--- src/design/ppc_pkg.sv ---
package ppc_pkg;

  // ****************************************************
  // register indices (byte addresses on the plain port)
  // ****************************************************
  localparam logic [3:0] ADDR_DIRECTION = 4'h0;
  localparam logic [3:0] ADDR_OUT_VALUE = 4'h1;
  localparam logic [3:0] ADDR_WEAK_DRIVE = 4'h2;
  localparam logic [3:0] ADDR_PULL_ENABLE = 4'h3;
  localparam logic [3:0] ADDR_PULL_POLARITY = 4'h4;
  localparam logic [3:0] ADDR_EDGE_IRQ_ENABLE = 4'h5;
  localparam logic [3:0] ADDR_PIN_LEVEL = 4'h6;
  localparam logic [3:0] ADDR_EDGE_FLAGS = 4'h7;
  localparam logic [3:0] ADDR_IRQ_MASK = 4'h8;
  localparam logic [3:0] ADDR_RESERVED = 4'h9;
  localparam logic [3:0] ADDR_CHANNEL_REROUTE = 4'hA;
  localparam logic [3:0] ADDR_ANALOG_DIRECTION = 4'hB;
  localparam logic [3:0] ADDR_ANALOG_WEAK_DRIVE = 4'hC;

  // ****************************************************
  // reset values
  // ****************************************************
  localparam logic [7:0] RESET_ZERO = 8'h00;
  localparam logic [7:0] RESERVED_READ = 8'h00;

  // ****************************************************
  // pull device encoding per pin
  // ****************************************************
  typedef enum logic [1:0] {
    PPC_PULL_NONE,
    PPC_PULL_UP,
    PPC_PULL_DOWN
  } ppc_pull_t;

endpackage

--- src/design/ppc_port_pin_config.sv ---
`timescale 1ns/1ps

// Behaviour
// - A direction bit of 1 makes its pin an output, 0 makes it an input.
// - An input pin gets a pull device only while its pull enable bit is set.
// - Pull polarity 1 picks a pull-down, 0 a pull-up, for an enabled input pull.
// - An output pin never has its pull device enabled, whatever the pull bits hold.
// - With edge interrupt enabled, polarity 0 detects falling and 1 rising edges, any direction.
// - Only ports built with edge capability carry an edge interrupt enable.
// - On ports without selectable polarity the polarity control reads 0, so only pull-ups exist.
// - An output pin is driven to the level of its output value bit.
// - Weak drive 1 gives reduced strength and 0 full, with no effect on an input pin.
// - Weak drive applies whatever function is currently driving the pin.
// - The reserved register reads zero and ignores writes.
// - The channel reroute register is readable and writable at any time and steers channels.
// - Every register bit is read as a value synchronous to the internal clock.
module ppc_port_pin_config #(
  parameter int WIDTH = 8,
  parameter bit HAS_EDGE_IRQ = 1'b1,
  parameter bit HAS_POLARITY = 1'b1
) (
  input wire logic ref_clk,
  input wire logic rst_n,
  input wire logic [3:0] reg_addr,
  input wire logic [7:0] reg_wdata,
  input wire logic reg_write,
  input wire logic reg_read,
  output logic [7:0] reg_rdata,
  input wire logic [WIDTH-1:0] pin_in,
  output logic [WIDTH-1:0] pin_out,
  output logic [WIDTH-1:0] pin_oe_n,
  output logic [WIDTH-1:0] pin_weak_drive,
  output logic [WIDTH-1:0] pin_pull_up,
  output logic [WIDTH-1:0] pin_pull_down,
  output logic [7:0] channel_reroute,
  output logic [7:0] analog_direction,
  output logic [7:0] analog_weak_drive,
  output logic irq
);

  // ****************************************************
  // elaboration check
  // ****************************************************
  if (WIDTH < 1 || WIDTH > 8) begin : g_bad_width
    $error("WIDTH must be 1 to 8");
  end

  // ****************************************************
  // reset release
  // ****************************************************
  logic rst_meta_n;
  logic rst_sync_n;

  always_ff @(posedge ref_clk or negedge rst_n) begin
    if (!rst_n) begin
      rst_meta_n <= 1'b0;
      rst_sync_n <= 1'b0;
    end else begin
      rst_meta_n <= 1'b1;
      rst_sync_n <= rst_meta_n;
    end
  end

  // ****************************************************
  // configuration registers
  // ****************************************************
  logic [WIDTH-1:0] direction;
  logic [WIDTH-1:0] out_value;
  logic [WIDTH-1:0] weak_drive_select;
  logic [WIDTH-1:0] pull_enable;
  logic [WIDTH-1:0] pull_polarity;
  logic [WIDTH-1:0] edge_irq_enable;
  logic [WIDTH-1:0] irq_mask;
  logic [7:0] port_t_channel_reroute;
  logic [7:0] analog_port_direction_hi;
  logic [7:0] analog_port_weak_drive_lo;

  always_ff @(posedge ref_clk or negedge rst_sync_n) begin
    if (!rst_sync_n) begin
      direction <= '0;
      out_value <= '0;
      weak_drive_select <= '0;
      pull_enable <= '0;
      pull_polarity <= '0;
      edge_irq_enable <= '0;
      irq_mask <= '0;
      port_t_channel_reroute <= ppc_pkg::RESET_ZERO;
      analog_port_direction_hi <= ppc_pkg::RESET_ZERO;
      analog_port_weak_drive_lo <= ppc_pkg::RESET_ZERO;
    end else if (reg_write) begin
      if (reg_addr == ppc_pkg::ADDR_DIRECTION) begin
        direction <= reg_wdata[WIDTH-1:0];
      end else if (reg_addr == ppc_pkg::ADDR_OUT_VALUE) begin
        out_value <= reg_wdata[WIDTH-1:0];
      end else if (reg_addr == ppc_pkg::ADDR_WEAK_DRIVE) begin
        weak_drive_select <= reg_wdata[WIDTH-1:0];
      end else if (reg_addr == ppc_pkg::ADDR_PULL_ENABLE) begin
        pull_enable <= reg_wdata[WIDTH-1:0];
      end else if (reg_addr == ppc_pkg::ADDR_PULL_POLARITY) begin
        // fixed ports keep the bit at zero: pull-up only
        pull_polarity <= HAS_POLARITY ? reg_wdata[WIDTH-1:0] : '0;
      end else if (reg_addr == ppc_pkg::ADDR_EDGE_IRQ_ENABLE) begin
        edge_irq_enable <= HAS_EDGE_IRQ ? reg_wdata[WIDTH-1:0] : '0;
      end else if (reg_addr == ppc_pkg::ADDR_IRQ_MASK) begin
        irq_mask <= reg_wdata[WIDTH-1:0];
      end else if (reg_addr == ppc_pkg::ADDR_CHANNEL_REROUTE) begin
        port_t_channel_reroute <= reg_wdata;
      end else if (reg_addr == ppc_pkg::ADDR_ANALOG_DIRECTION) begin
        analog_port_direction_hi <= reg_wdata;
      end else if (reg_addr == ppc_pkg::ADDR_ANALOG_WEAK_DRIVE) begin
        analog_port_weak_drive_lo <= reg_wdata;
      end
    end
  end

  // ****************************************************
  // pin input synchroniser and edge detection
  // ****************************************************
  logic [WIDTH-1:0] pin_meta;
  logic [WIDTH-1:0] pin_sync;
  logic [WIDTH-1:0] pin_prev;
  logic [WIDTH-1:0] edge_seen;
  logic [WIDTH-1:0] edge_flags;
  logic flags_read;

  always_ff @(posedge ref_clk or negedge rst_sync_n) begin
    if (!rst_sync_n) begin
      pin_meta <= '0;
      pin_sync <= '0;
      pin_prev <= '0;
    end else begin
      pin_meta <= pin_in;
      pin_sync <= pin_meta;
      pin_prev <= pin_sync;
    end
  end

  assign flags_read = reg_read && (reg_addr == ppc_pkg::ADDR_EDGE_FLAGS);

  genvar gi;
  for (gi = 0; gi < WIDTH; gi++) begin : g_edge
    // polarity 0 falling, 1 rising; direction does not matter
    assign edge_seen[gi] = edge_irq_enable[gi] &&
      (pull_polarity[gi] ? (pin_sync[gi] && !pin_prev[gi])
                         : (!pin_sync[gi] && pin_prev[gi]));
  end

  // read clears; a new edge in the same cycle wins
  always_ff @(posedge ref_clk or negedge rst_sync_n) begin
    if (!rst_sync_n) begin
      edge_flags <= '0;
    end else begin
      edge_flags <= (flags_read ? '0 : edge_flags) | edge_seen;
    end
  end

  // ****************************************************
  // pin drive and pull devices
  // ****************************************************
  logic [WIDTH-1:0] next_pull_up;
  logic [WIDTH-1:0] next_pull_down;

  assign next_pull_up = ~direction & pull_enable & ~pull_polarity;
  assign next_pull_down = ~direction & pull_enable & pull_polarity;

  always_ff @(posedge ref_clk or negedge rst_sync_n) begin
    if (!rst_sync_n) begin
      pin_out <= '0;
      pin_oe_n <= '1;
      pin_weak_drive <= '0;
      pin_pull_up <= '0;
      pin_pull_down <= '0;
      channel_reroute <= ppc_pkg::RESET_ZERO;
      analog_direction <= ppc_pkg::RESET_ZERO;
      analog_weak_drive <= ppc_pkg::RESET_ZERO;
      irq <= 1'b0;
    end else begin
      pin_out <= out_value;
      pin_oe_n <= ~direction;
      // strength follows the pin, not the function driving it
      pin_weak_drive <= weak_drive_select & direction;
      pin_pull_up <= next_pull_up;
      pin_pull_down <= next_pull_down;
      channel_reroute <= port_t_channel_reroute;
      analog_direction <= analog_port_direction_hi;
      analog_weak_drive <= analog_port_weak_drive_lo & analog_port_direction_hi;
      irq <= |(((flags_read ? '0 : edge_flags) | edge_seen) & irq_mask);
    end
  end

  // ****************************************************
  // register read port
  // ****************************************************
  logic [7:0] next_rdata;

  // all read sources are flops of this clock
  always_comb begin
    next_rdata = 8'h00;
    if (reg_addr == ppc_pkg::ADDR_DIRECTION) begin
      next_rdata[WIDTH-1:0] = direction;
    end else if (reg_addr == ppc_pkg::ADDR_OUT_VALUE) begin
      next_rdata[WIDTH-1:0] = out_value;
    end else if (reg_addr == ppc_pkg::ADDR_WEAK_DRIVE) begin
      next_rdata[WIDTH-1:0] = weak_drive_select;
    end else if (reg_addr == ppc_pkg::ADDR_PULL_ENABLE) begin
      next_rdata[WIDTH-1:0] = pull_enable;
    end else if (reg_addr == ppc_pkg::ADDR_PULL_POLARITY) begin
      next_rdata[WIDTH-1:0] = pull_polarity;
    end else if (reg_addr == ppc_pkg::ADDR_EDGE_IRQ_ENABLE) begin
      next_rdata[WIDTH-1:0] = edge_irq_enable;
    end else if (reg_addr == ppc_pkg::ADDR_PIN_LEVEL) begin
      next_rdata[WIDTH-1:0] = pin_sync;
    end else if (reg_addr == ppc_pkg::ADDR_EDGE_FLAGS) begin
      next_rdata[WIDTH-1:0] = edge_flags;
    end else if (reg_addr == ppc_pkg::ADDR_IRQ_MASK) begin
      next_rdata[WIDTH-1:0] = irq_mask;
    end else if (reg_addr == ppc_pkg::ADDR_RESERVED) begin
      next_rdata = ppc_pkg::RESERVED_READ;
    end else if (reg_addr == ppc_pkg::ADDR_CHANNEL_REROUTE) begin
      next_rdata = port_t_channel_reroute;
    end else if (reg_addr == ppc_pkg::ADDR_ANALOG_DIRECTION) begin
      next_rdata = analog_port_direction_hi;
    end else if (reg_addr == ppc_pkg::ADDR_ANALOG_WEAK_DRIVE) begin
      next_rdata = analog_port_weak_drive_lo;
    end
  end

  always_ff @(posedge ref_clk or negedge rst_sync_n) begin
    if (!rst_sync_n) begin
      reg_rdata <= 8'h00;
    end else if (reg_read) begin
      reg_rdata <= next_rdata;
    end else begin
      reg_rdata <= 8'h00;
    end
  end

endmodule

--- config.mk ---
export PLATFORM = sky130hd
export DESIGN_NAME = ppc_port_pin_config
export DESIGN_NICKNAME = d
export VERILOG_FILES = /design/src/design/ppc_pkg.sv /design/src/design/ppc_port_pin_config.sv
export SDC_FILE = /design/constraint.sdc
export NUM_CORES = 1
export LEC_CHECK = 0
export BUFFER_PORTS_ARGS = -buffer_cell sky130_fd_sc_hd__buf_2
export CAP_MARGIN = 5
export CORE_ASPECT_RATIO = 0.75
export CORE_MARGIN = 4
export CORE_UTILIZATION = 57
export DETAILED_ROUTE_END_ITERATION = 10
export PLACE_DENSITY_LB_ADDON = 0.12
export REMOVE_ABC_BUFFERS = 1
export SYNTH_ARGS = -nofsm -noshare
export SYNTH_HDL_FRONTEND = slang
export SYNTH_SLANG_ARGS = --single-unit
--- constraint.sdc ---
create_clock -name ref_clk -period 7.8 [get_ports ref_clk]
set_input_delay 0.78 -clock ref_clk [delete_from_list [all_inputs] [get_ports ref_clk]]
set_output_delay 0.78 -clock ref_clk [all_outputs]
set_load 0.02 [all_outputs]
After elaboration in Yosys (flattened, before gate mapping)
Cells that the tools add are included.
{ "word_totals": {"reg_bits": 187, "input_bits": 24, "output_inout_bits": 73} }
{ "classes": {"eq_ne": 12, "n_mux": 23, "bitwise_logic": 18, "reduce_logical": 53} }
{ "ops": {"columns": ["cell", "count"], "rows": [
  ["$mux 8", 15],
  ["$and 8x8->8", 6],
  ["$logic_and 1x1->1", 25],
  ["$eq 4x4->1 const B", 5],
  ["$eq 4x3->1 const B", 4],
  ["$logic_not 1->1", 16],
  ["$not 8->8", 2],
  ["$reduce_and 11->1", 1],
  ["$reduce_and 10->1", 1],
  ["$not 1->1", 9],
  ["$reduce_and 9->1", 1],
  ["$eq 4x2->1 const B", 2],
  ["$mux 1", 8],
  ["$or 8x8->8", 1],
  ["$reduce_and 8->1", 1],
  ["$reduce_or 8->1", 1],
  ["$reduce_and 7->1", 1],
  ["$reduce_and 6->1", 1],
  ["$reduce_and 5->1", 1],
  ["$eq 4x1->1 const B", 1],
  ["$logic_not 4->1", 1],
  ["$reduce_and 4->1", 1],
  ["$reduce_and 3->1", 1],
  ["$reduce_and 2->1", 1]
]} }

Longest topological paths before layout
Gate-level depths: netlist of the first run.
{ "logic_depth": {"ltp_word": 15, "depth_mapped": 8} }

Worst setup path before layout of the first run
No wires, ideal clock.
{ "synth_path": {"path_type": "input to register", "start": "input port reg_addr[0]", "end": "register analog_port_weak_drive_lo[0]", "t_arrival_ns": 1.934, "t_required_ns": 7.675, "setup_slack_ns": 5.741, "cell_stages": 4, "cell_sequence": "or3b_2 -> clkbuf_2 -> nor2_4 -> mux2_2"} }
{ "synth_via": {"elab_chain_len": 3, "word_cells_on_any_way": 20, "classes_between": "eq/ne (9); bitwise (9); reduce/logical (2)"} }
{ "synth_rtl": {"columns": ["item", "line", "rtl"], "rows": [
  ["start, declared", "ppc_port_pin_config.sv:24", "input wire logic [3:0] reg_addr,"],
  ["$eq 4x4->1 (tied with other cells)", "ppc_port_pin_config.sv:108", "end else if (reg_addr == ppc_pkg::ADDR_ANALOG_DIRECTION) begin"],
  ["$not 1->1 (no source line)", null, null],
  ["$reduce_and 11->1 (no source line) *", null, null],
  ["end signal, assigned", "ppc_port_pin_config.sv:89", "analog_port_weak_drive_lo <= ppc_pkg::RESET_ZERO;"],
  ["end signal, assigned", "ppc_port_pin_config.sv:111", "analog_port_weak_drive_lo <= reg_wdata;"],
  ["end, declared", "ppc_port_pin_config.sv:76", "logic [7:0] analog_port_weak_drive_lo;"]
]} }
Mark *: on every way between the ends. The rest lies on a longest branch, timed or not.
A chain may end at the register's enable or synchronous reset.

Worst setup path after layout of the first run
{ "layout_path": {"start": "input port reg_addr[0]", "end": "register pull_polarity[4]"} }
{ "layout_via": {"elab_chain_len": 3, "word_cells_on_any_way": 10, "classes_between": "eq/ne (4); bitwise (4); reduce/logical (2)"} }
{ "layout_rtl": {"columns": ["item", "line", "rtl"], "rows": [
  ["$eq 4x2->1 (tied with other cells)", "ppc_port_pin_config.sv:97", "end else if (reg_addr == ppc_pkg::ADDR_PULL_ENABLE) begin"],
  ["$not 1->1 (no source line)", null, null],
  ["$reduce_and 6->1 (no source line) *", null, null],
  ["end signal, assigned", "ppc_port_pin_config.sv:101", "pull_polarity <= HAS_POLARITY ? reg_wdata[WIDTH-1:0] : '0;"],
  ["end, declared", "ppc_port_pin_config.sv:71", "logic [WIDTH-1:0] pull_polarity;"]
]} }
Marks and branches as above.

==> impl_metrics.py, run 1 <==
metrics = {
    "setup_path": {
        "start_kind": "input pin",
        "cp_cell_sequence": "buf_2 -> buf_4 -> nor2_1 -> nand3_1 -> mux2_2",
        "crit_type": "input pin to flop",
        "crit_arrival_ps": 3070,
        "cp-startpoint": "reg_addr[0]",
        "path_max_fanout": 39,
        "crit_slowest_cell": "nor2_1",
        "critPathCaptureType": "flop",
        "worstPathRequired_ps": 8120,
        "r2r_start": "pull_polarity[1]",
        "max_stage_delay_ps": 850,
    },
    "cells_and_area": {
        "diodes": 0,
        "nNetsFinal": 700,
        "drive_above_1_share_pct": 34.5,
        "finish.instance_area_sq_um": 8710,
        "area_growth_pct": 15.3,
    },
    "logic_synthesis": {
        "synth_warnings": 0,
        "synth_ff_type": "dfrtp_1",
        "synth_most_common_cell": "dfrtp_1",
        "synthDistinctLibCells": 61,
        "syn_area_per_cell_sq_um": 12.8,
        "yosysTopAreaCellShare_pct": 59.3,
        "synth_edf_count": 0,
        "synth-seq-cells": 187,
        "synth_top_area_cell": "dfrtp_1",
        "yosys-top-cells-count": "179 x dfrtp_1, 80 x mux2_2, 39 x nand2_1",
        "syn-cell-area_sq_um": 7550,
        "synth_area_leaders": "dfrtp_1 59%, mux2_2 12%, dfstp_2 2.8%",
        "synth-async-reset-ratio_pct": 100,
        "ys_seq_area_share_pct": 62.1,
        "synth_cells": 592,
    },
    "route": {
        "vias_per_cell": 5.93,
        "ant_nets": 0,
        "vias": 5097,
        "drcViolationCount": 0,
        "wirelength_um": 19300,
        "dr.pass1.iters": 5,
        "post_drt_wl_per_cell_um": 22.4,
        "drtIter0Drc": 448,
    },
    "sta": {
        "relSlewSlack_pct": 30.4,
        "setup_viol": 0,
        "hold_viol_final": 0,
        "rsz0062_at_grt": "no",
        "final.min_clock_period_ps": 2750,
        "max_freq_ghz": 0.363,
        "fin_skew_ps": 6.67,
        "final_max_slew_viol_count": 0,
        "worstMarginPinSlew_ps": 1040,
        "period_share_pct": 35.3,
        "setup_tns_ps": 0,
    },
    "power_and_ir_drop": {
        "p_per_area_nw_per_um2": 309,
        "vdd_drop_max_uv": 187,
        "totalPowerFinal_mw": 2.69,
        "leakage_nw": 4.02,
    },
    "floorplan": {
        "core-area_sq_um": 13000,
        "ios": 97,
        "start_util_pct": 58.2,
        "die_w_um": 141,
        "core.rowCount": 36,
        "die_y_um": 108,
        "design.die.area_sq_um": 15200,
    },
    "cts": {
        "clockRootBuffer": "clkbuf_16",
        "cts_tree": "built",
        "clk_pin_slew_ps": 70,
        "cts_buffers": 17,
        "clk_latency_ps": 430,
        "clock_path_buffers": 2,
        "clock_sinks": 187,
        "cts-resized-gates": 0,
        "postCtsHoldBufs": 0,
        "post-cts-setup-buffer-count": 0,
        "htreeDepth": 4,
    },
    "placed_design": {
        "place_hpwl_um": 13100,
        "place_congestion": 0.906,
        "postPlaceCellArea_sq_um": 8090,
        "io_buffers": 96,
    },
    "grt": {
        "grt_start_max_net_pins": 84,
        "grt_pass1_wl_um": 30400,
        "grt_pass1_vias": 4995,
        "antenna_found_initial": 0,
        "grt_use_total_pct": 26.9,
        "overflow": 0,
    },
    "run": {
        "maxCapViolations": 0,
    },
    "outcome": {
        "status": "complete, no violations",
    },
    "hold_path": {
        "hold_class": "input pin to asynchronous set/reset pin",
    },
}
cell families after synthesis:
logic type	after synthesis	share of synthesized area, %
buf+inv	51	3.35
flops	187	62.1
compound gates	124	11.1
simple gates	145	10.9
other cells	1	0.0496
mux	84	12.5
critical path: cells and delay by family:
kind,cells,cell delay [ps]
AND/OR/NAND/NOR,2,1470
multiplexers,1,450
buffers and inverters,2,340
where the power goes:
group          switching (mW)  total, mW  internal, mW
clock                   0.373      0.912         0.540
combinational           0.269      0.471         0.202
sequential              0.144       1.31          1.17
through the flow:
step                      instances  setup WS, ps  util, %  hold WS (ps)
after floorplan                 557          2220        -           331
after global placement          828          4690     62.4           205
after detailed placement        828          4670     62.4           212
after CTS                       860          5090     67.1           110
after global routing            860          4920     67.1           110
final                           860          5050     67.1           116
routing by layer:
metal  track usage [%]  up-vias  routed length [um]
met5                 0        -                   0
met4              9.13        0                 308
met3              5.91       24                1450
met2              38.6      198                8700
met1              40.9     2585                8820
li1                  -     2290                   -
worst paths after layout:
check	end	slack, ps	cells past startpoint
worst max-delay path	pull_polarity[4]	5050	5
min in group ref_clk	pin_sync[2]	350	0
worst max register to register	irq	6200	5
worst min-delay path	rst_sync_n	120	1
max in group asynchronous	pin_weak_drive[5]	6280	1
worst min register to register	out_value[6]	210	0
area by class of cell:
cell class                 instances  area [sq um]
sequential                       187          4690
clock buffer                      19           433
timing repair buffer             100           510
clock inverter                    13           184
inverter                          16          60.1
multi-input combinational        354          2610
tap                              171           214
fill                             968          4270
placed cells by master, fill, tap and decap left out, drive strengths merged, types with 8 or more instances in the layout:
| cell type | instances |
|---|---|
| and2 | 19 |
| and3 | 9 |
| o22ai | 15 |
| nor3b | 8 |
| clkbuf | 19 |
| o21ai | 31 |
| inv | 21 |
| mux2 | 80 |
| nand2 | 39 |
| buf | 100 |
| nor2 | 18 |
| dfstp | 8 |
| nor2b | 8 |
| dfrtp | 179 |
| nand2b | 16 |
| nand3 | 15 |
| a21oi | 21 |
Note: power is estimated with default switching activity, not from simulation.
==> run 2, diff against run 1 <==
- CORE_UTILIZATION: 57 -> 52
- clock period: 7.8 -> 2.5 ns (I/O delays scaled with it)
==> run 2 against run 1 <==
Against the previous run:
- non-clock buffer count increased by 34
- sequential power rose to 3.1 times the previous value
- power grew to 3.2 times the previous value
- largest cell class unchanged
- first-iteration DRC count up 4.7%
- critical path type unchanged
- largest power group unchanged
- global-route usage shrank 1.3 points
- combinational power grew to 3.2 times the previous value
- sequential share of layout area decreased by 2.1 points
- register-to-register slack worse by 5300 ps
- via count increased by 3.9%
==> impl_metrics.py, run 2 (synthesis gave the netlist of run 1 again) <==
metrics = {
    "grt": {
        "overflow": 0,
        "grt_pass1_wl_um": 31900,
        "grt_start_max_net_pins": 60,
        "antenna_found_initial": 0,
        "grt_pass1_vias": 5408,
        "grt_use_total_pct": 25.7,
    },
    "route": {
        "dr.pass1.iters": 5,
        "vias_per_cell": 5.77,
        "drcViolationCount": 0,
        "wirelength_um": 20300,
        "ant_nets": 0,
        "vias": 5297,
        "post_drt_wl_per_cell_um": 22.1,
        "drtIter0Drc": 469,
    },
    "floorplan": {
        "die_y_um": 112,
        "core-area_sq_um": 14000,
        "die_w_um": 147,
        "ios": 97,
        "core.rowCount": 37,
        "start_util_pct": 54.0,
        "design.die.area_sq_um": 16500,
    },
    "power_and_ir_drop": {
        "p_per_area_nw_per_um2": 940,
        "leakage_nw": 4.19,
        "vdd_drop_max_uv": 547,
    },
    "cts": {
        "clockRootBuffer": "clkbuf_16",
        "cts_buffers": 17,
        "cts-resized-gates": 0,
        "clock_path_buffers": 2,
        "clk_latency_ps": 420,
        "clk_pin_slew_ps": 70,
        "postCtsHoldBufs": 9,
        "htreeDepth": 4,
        "post-cts-setup-buffer-count": 0,
        "clock_sinks": 187,
        "cts_tree": "built",
    },
    "sta": {
        "relSlewSlack_pct": 58.2,
        "worstMarginPinSlew_ps": 627,
        "max_freq_ghz": 0.573,
        "period_share_pct": 69.8,
        "setup_viol": 0,
        "final.min_clock_period_ps": 1740,
        "fin_skew_ps": 6.67,
        "setup_tns_ps": 0,
        "whs_ps": 129,
        "final_max_slew_viol_count": 0,
        "rsz0062_at_grt": "no",
        "hold_viol_final": 0,
    },
    "outcome": {
        "status": "complete, no violations",
    },
    "cells_and_area": {
        "regArea_sq_um": 4690,
        "finish.instance_area_sq_um": 9060,
        "area_growth_pct": 20.0,
        "drive_above_1_share_pct": 36.7,
        "fill_cells": 1131,
        "final_cell_mix": "178 x dfrtp_1, 96 x buf_2, 80 x mux2_2",
        "diodes": 0,
        "nNetsFinal": 734,
        "multiInputGateArea_sq_um": 2610,
        "final_core_util_pct": 64.8,
        "final_common_cell": "dfrtp_1",
    },
    "hold_path": {
        "hold_class": "input pin to asynchronous set/reset pin",
    },
    "setup_path": {
        "path_max_fanout": 27,
        "crit_arrival_ps": 2040,
        "critPathCaptureType": "flop",
        "crit_type": "input pin to flop",
        "start_kind": "input pin",
        "worstPathRequired_ps": 2790,
    },
    "placed_design": {
        "place_congestion": 0.925,
        "postPlaceCellArea_sq_um": 8330,
        "io_buffers": 96,
        "place_hpwl_um": 14100,
    },
    "run": {
        "maxCapViolations": 0,
    },
}
==> run 2: final cells by class <==
class / count / area share (%)
well taps: 195 / 2.69
repair buffers: 134 / 8.97
flip-flops and latches: 187 / 51.8
clock inverters: 12 / 1.93
inverters: 16 / 0.663
clock buffers: 20 / 5.15
multi-input cells: 354 / 28.8
==> run 2: path summary, 6_finish.rpt <==
check | end | depth (start not counted) | slack, ps | start
min | rst_sync_n | 2 | 130 | rst_n
min reg2reg | out_value[6] | 0 | 350 | rst_sync_n
max reg2reg | irq | 5 | 860 | pull_polarity[1]
min in group ref_clk | irq_mask[5] | 3 | 170 | reg_wdata[5]
max in group asynchronous | edge_flags[1] | 1 | 1290 | rst_sync_n
max | irq | 7 | 760 | reg_addr[2]
==> run 2: power by group <==
| group | leakage (nW) | internal [mW] | switching [mW] |
|---|---|---|---|
| combinational | 1.58 | 0.665 | 0.850 |
| clock | 0.314 | 1.69 | 1.20 |
| sequential | 2.29 | 3.64 | 0.468 |
| total | 4.19 | 6.00 | 2.52 |
==> run 2: per-layer routing <==
| layer | part of all wire, % | GRT usage (%) |
|---|---|---|
| met5 | 0 | 0 |
| met4 | 2.2 | 8.13 |
| met3 | 7.5 | 6.78 |
| met2 | 44 | 36.5 |
| met1 | 47 | 38.7 |
==> run 2: critical path, cell delays in order <==
cell	delay [ps]
buf_2	390
nor2b_4	250
nand3_2	230
buf_4	250
a22o_1	250
a22oi_1	270
nand4_1	130
==> run 2: metrics by stage <==
stage / power [mW] / worst slack (ps) / instances
after floorplan: 4.98 / -3080 / 557
after global placement: 5.61 / 349 / 877
after detailed placement: 5.66 / 315 / 877
after CTS: 8.58 / 778 / 918
after global routing: 8.92 / 682 / 918
final: 8.52 / 756 / 918
==> run 3, diff against run 2 <==
- ABC_AREA: not set -> 1
- CORE_UTILIZATION: 52 -> 51
- clock period: 2.5 -> 1.4 ns (I/O delays scaled with it)
==> run 3 against run 2 <==
Against the previous run:
- sequential cell count unchanged
- synthesized area down 5.7%
- register-to-register slack worse by 730 ps
- critical path depth unchanged
- utilization down 1.1 points
- combinational power up 46%
- sequential share of layout area up 2.0 points
- worst setup slack worse by 630 ps
- wire length down 20%
- clock skew up 1.6 ps
- power up 68%
- highest routed layer unchanged
==> impl_metrics.py, run 3 <==
metrics = {
    "setup_path": {
        "start_kind": "flop",
        "crit_arrival_ps": 1590,
        "critPathCaptureType": "flop",
        "max_stage_delay_ps": 420,
        "crit_family": "flip-flops",
        "cp_cell_sequence": "inv_1 -> nand2_1 -> a32o_1 -> nand2_1 -> nand2_1 -> nor2_1 -> nand2_1",
        "crit_type": "flop to flop",
        "path_max_fanout": 4,
        "cpMostUsedCell": "nand2_1",
        "crit_slowest_cell": "dfrtp_1",
        "worstPathRequired_ps": 1720,
        "cp_num_buf_inv": 1,
    },
    "cells_and_area": {
        "drive_above_1_share_pct": 22.0,
        "fill_cells": 1124,
        "multiInputGateArea_sq_um": 2010,
        "regArea_sq_um": 4690,
        "diodes": 0,
        "final_cell_mix": "216 x nand2_1, 178 x dfrtp_1, 96 x buf_2",
        "final_common_cell": "nand2_1",
        "area_growth_pct": 22.6,
        "nNetsFinal": 875,
        "final_core_util_pct": 63.7,
    },
    "route": {
        "ant_nets": 0,
        "dr.pass1.iters": 5,
        "wirelength_um": 16300,
        "post_drt_wl_per_cell_um": 15.7,
        "drcViolationCount": 0,
        "drtIter0Drc": 412,
        "vias": 5386,
        "vias_per_cell": 5.18,
    },
    "power_and_ir_drop": {
        "p_per_area_nw_per_um2": 1640,
        "pwr-share-clk_pct": 35.6,
        "swShare_pct": 28.6,
        "p_int_mw": 10.2,
        "seqPwrFrac_pct": 48.9,
        "vdd_drop_max_uv": 1190,
        "switching_power_mw": 4.09,
        "leakage_nw": 4.58,
        "combPwrFrac_pct": 15.5,
    },
    "cts": {
        "clk_latency_ps": 430,
        "clockRootBuffer": "clkbuf_16",
        "cts_tree": "built",
        "htreeDepth": 4,
        "clock_sinks": 187,
        "clock_path_buffers": 2,
        "post-cts-setup-buffer-count": 0,
        "cts_buffers": 17,
        "clk_pin_slew_ps": 70,
    },
    "sta": {
        "fin_skew_ps": 8.31,
        "final_max_slew_viol_count": 0,
        "whs_ps": 93.9,
        "setup_viol": 0,
        "max_freq_ghz": 0.788,
        "period_share_pct": 90.7,
        "final.min_clock_period_ps": 1270,
        "hold_viol_final": 0,
        "rsz0062_at_grt": "no",
    },
    "grt": {
        "grt_pass1_vias": 5557,
        "grt_start_max_net_pins": 62,
        "grt_use_total_pct": 22.2,
        "antenna_found_initial": 0,
        "overflow": 0,
        "grt_pass1_wl_um": 27000,
    },
    "placed_design": {
        "place_congestion": 0.867,
        "place_hpwl_um": 11700,
        "io_buffers": 96,
    },
    "logic_synthesis": {
        "synthDistinctLibCells": 27,
        "yosys-top-cells-count": "216 x nand2_1, 179 x dfrtp_1, 86 x inv_1",
        "yosysTopAreaCellShare_pct": 62.9,
        "synth_warnings": 0,
        "synth-async-reset-ratio_pct": 100,
        "syn-cell-area_sq_um": 7120,
        "synth_top_area_cell": "dfrtp_1",
        "syn_area_per_cell_sq_um": 9.93,
        "synth_ff_type": "dfrtp_1",
        "synth_most_common_cell": "nand2_1",
        "synth_cells": 717,
        "synth_area_leaders": "dfrtp_1 63%, nand2_1 11%, o21ai_0 6.0%",
        "synth_edf_count": 0,
        "synth-seq-cells": 187,
        "ys_seq_area_share_pct": 65.9,
    },
    "floorplan": {
        "die_w_um": 144,
        "design.die.area_sq_um": 15900,
        "core.rowCount": 37,
        "core-area_sq_um": 13700,
        "start_util_pct": 52.0,
        "die_y_um": 110,
        "ios": 97,
    },
    "hold_path": {
        "hold_class": "input pin to flop",
    },
    "outcome": {
        "status": "complete, no violations",
    },
    "run": {
        "maxCapViolations": 0,
    },
}
[run 3: final timing paths]
check | start | end | slack (ps) | cells after the start
max in group asynchronous | rst_sync_n | pin_oe_n[0] | 530 | 1
worst min register to register | rst_sync_n | port_t_channel_reroute[3] | 210 | 0
min in group asynchronous | rst_sync_n | port_t_channel_reroute[3] | 210 | 0
worst max-delay path | pull_polarity[7] | irq | 130 | 7
worst min-delay path | reg_wdata[7] | edge_irq_enable[7] | 90 | 3
worst max register to register | pull_polarity[7] | irq | 130 | 7
[run 3: metal layers]
layer  part of all wire [%]  track usage, %  up-vias  wire (um)
met3                    5.7            6.08       20        929
met4                    1.2            6.59        0        196
met5                      0               0        -          0
met1                     45            30.0     2656       7340
li1                       -               -     2563          -
met2                     48            35.4      147       7830
[run 3: area by class of cell]
type                    count  share of cell area, %
repair buffers            128                   9.41
clock buffers              19                   5.08
flip-flops and latches    187                   53.8
well taps                 175                   2.51
clock inverters            13                   2.16
inverters                  93                   4.00
multi-input cells         424                   23.1
[run 3: per-stage QoR]
| step | instance area (sq um) | TNS, ps | worst slack (ps) | cells | total power [mW] |
|---|---|---|---|---|---|
| 6_report | 8730 | 0 | 131 | 1039 | 14.3 |
| 5_1_grt | 8730 | 0 | 15.0 | 1039 | 15.1 |
| 4_1_cts | 8720 | 0 | 85.1 | 1039 | 14.4 |
| 3_5_place_dp | 7990 | -516 | -71.6 | 997 | 9.31 |
| 3_3_place_gp | 7990 | -259 | -61.3 | 997 | 9.23 |
| 2_1_floorplan | 7050 | -761940 | -4180 | 704 | 8.41 |
[run 3: cells by family (layout without fill, tap and decap cells)]
family / Yosys count / after routing / synth area share (%)
buffers and inverters: 106 / 253 / 5.89
AND/OR/NAND/NOR: 280 / 280 / 17.1
other: 1 / 1 / 0.0527
flip-flops: 187 / 187 / 65.9
AO/OA/AOI/OAI: 143 / 143 / 11.1
[run 3: what timing repair did]
item,4_1_cts,5_1_grt
endpoints found under the setup margin,0,1
hold buffers,10,0
endpoints found under the hold margin,10,0
gates resized for setup,0,1
[run 3: worst register-to-register path, stage by stage (launching register included)]
cell and delay [ps]:
dfrtp_1 420, inv_1 130, nand2_1 70, a32o_1 250, nand2_1 80, nand2_1 60, nor2_1 100, nand2_1 50
[run 3: power by group through the flow]
stage | combinational, mW | clock (mW) | sequential [mW]
4_1_cts | 2.25 | 5.18 | 7.01
3_5_place_dp | 2.21 | 0 | 7.10
5_1_grt | 2.50 | 5.45 | 7.13
2_1_floorplan | 0.938 | 0 | 7.47
6_report | 2.21 | 5.10 | 7.01
3_3_place_gp | 2.15 | 0 | 7.08
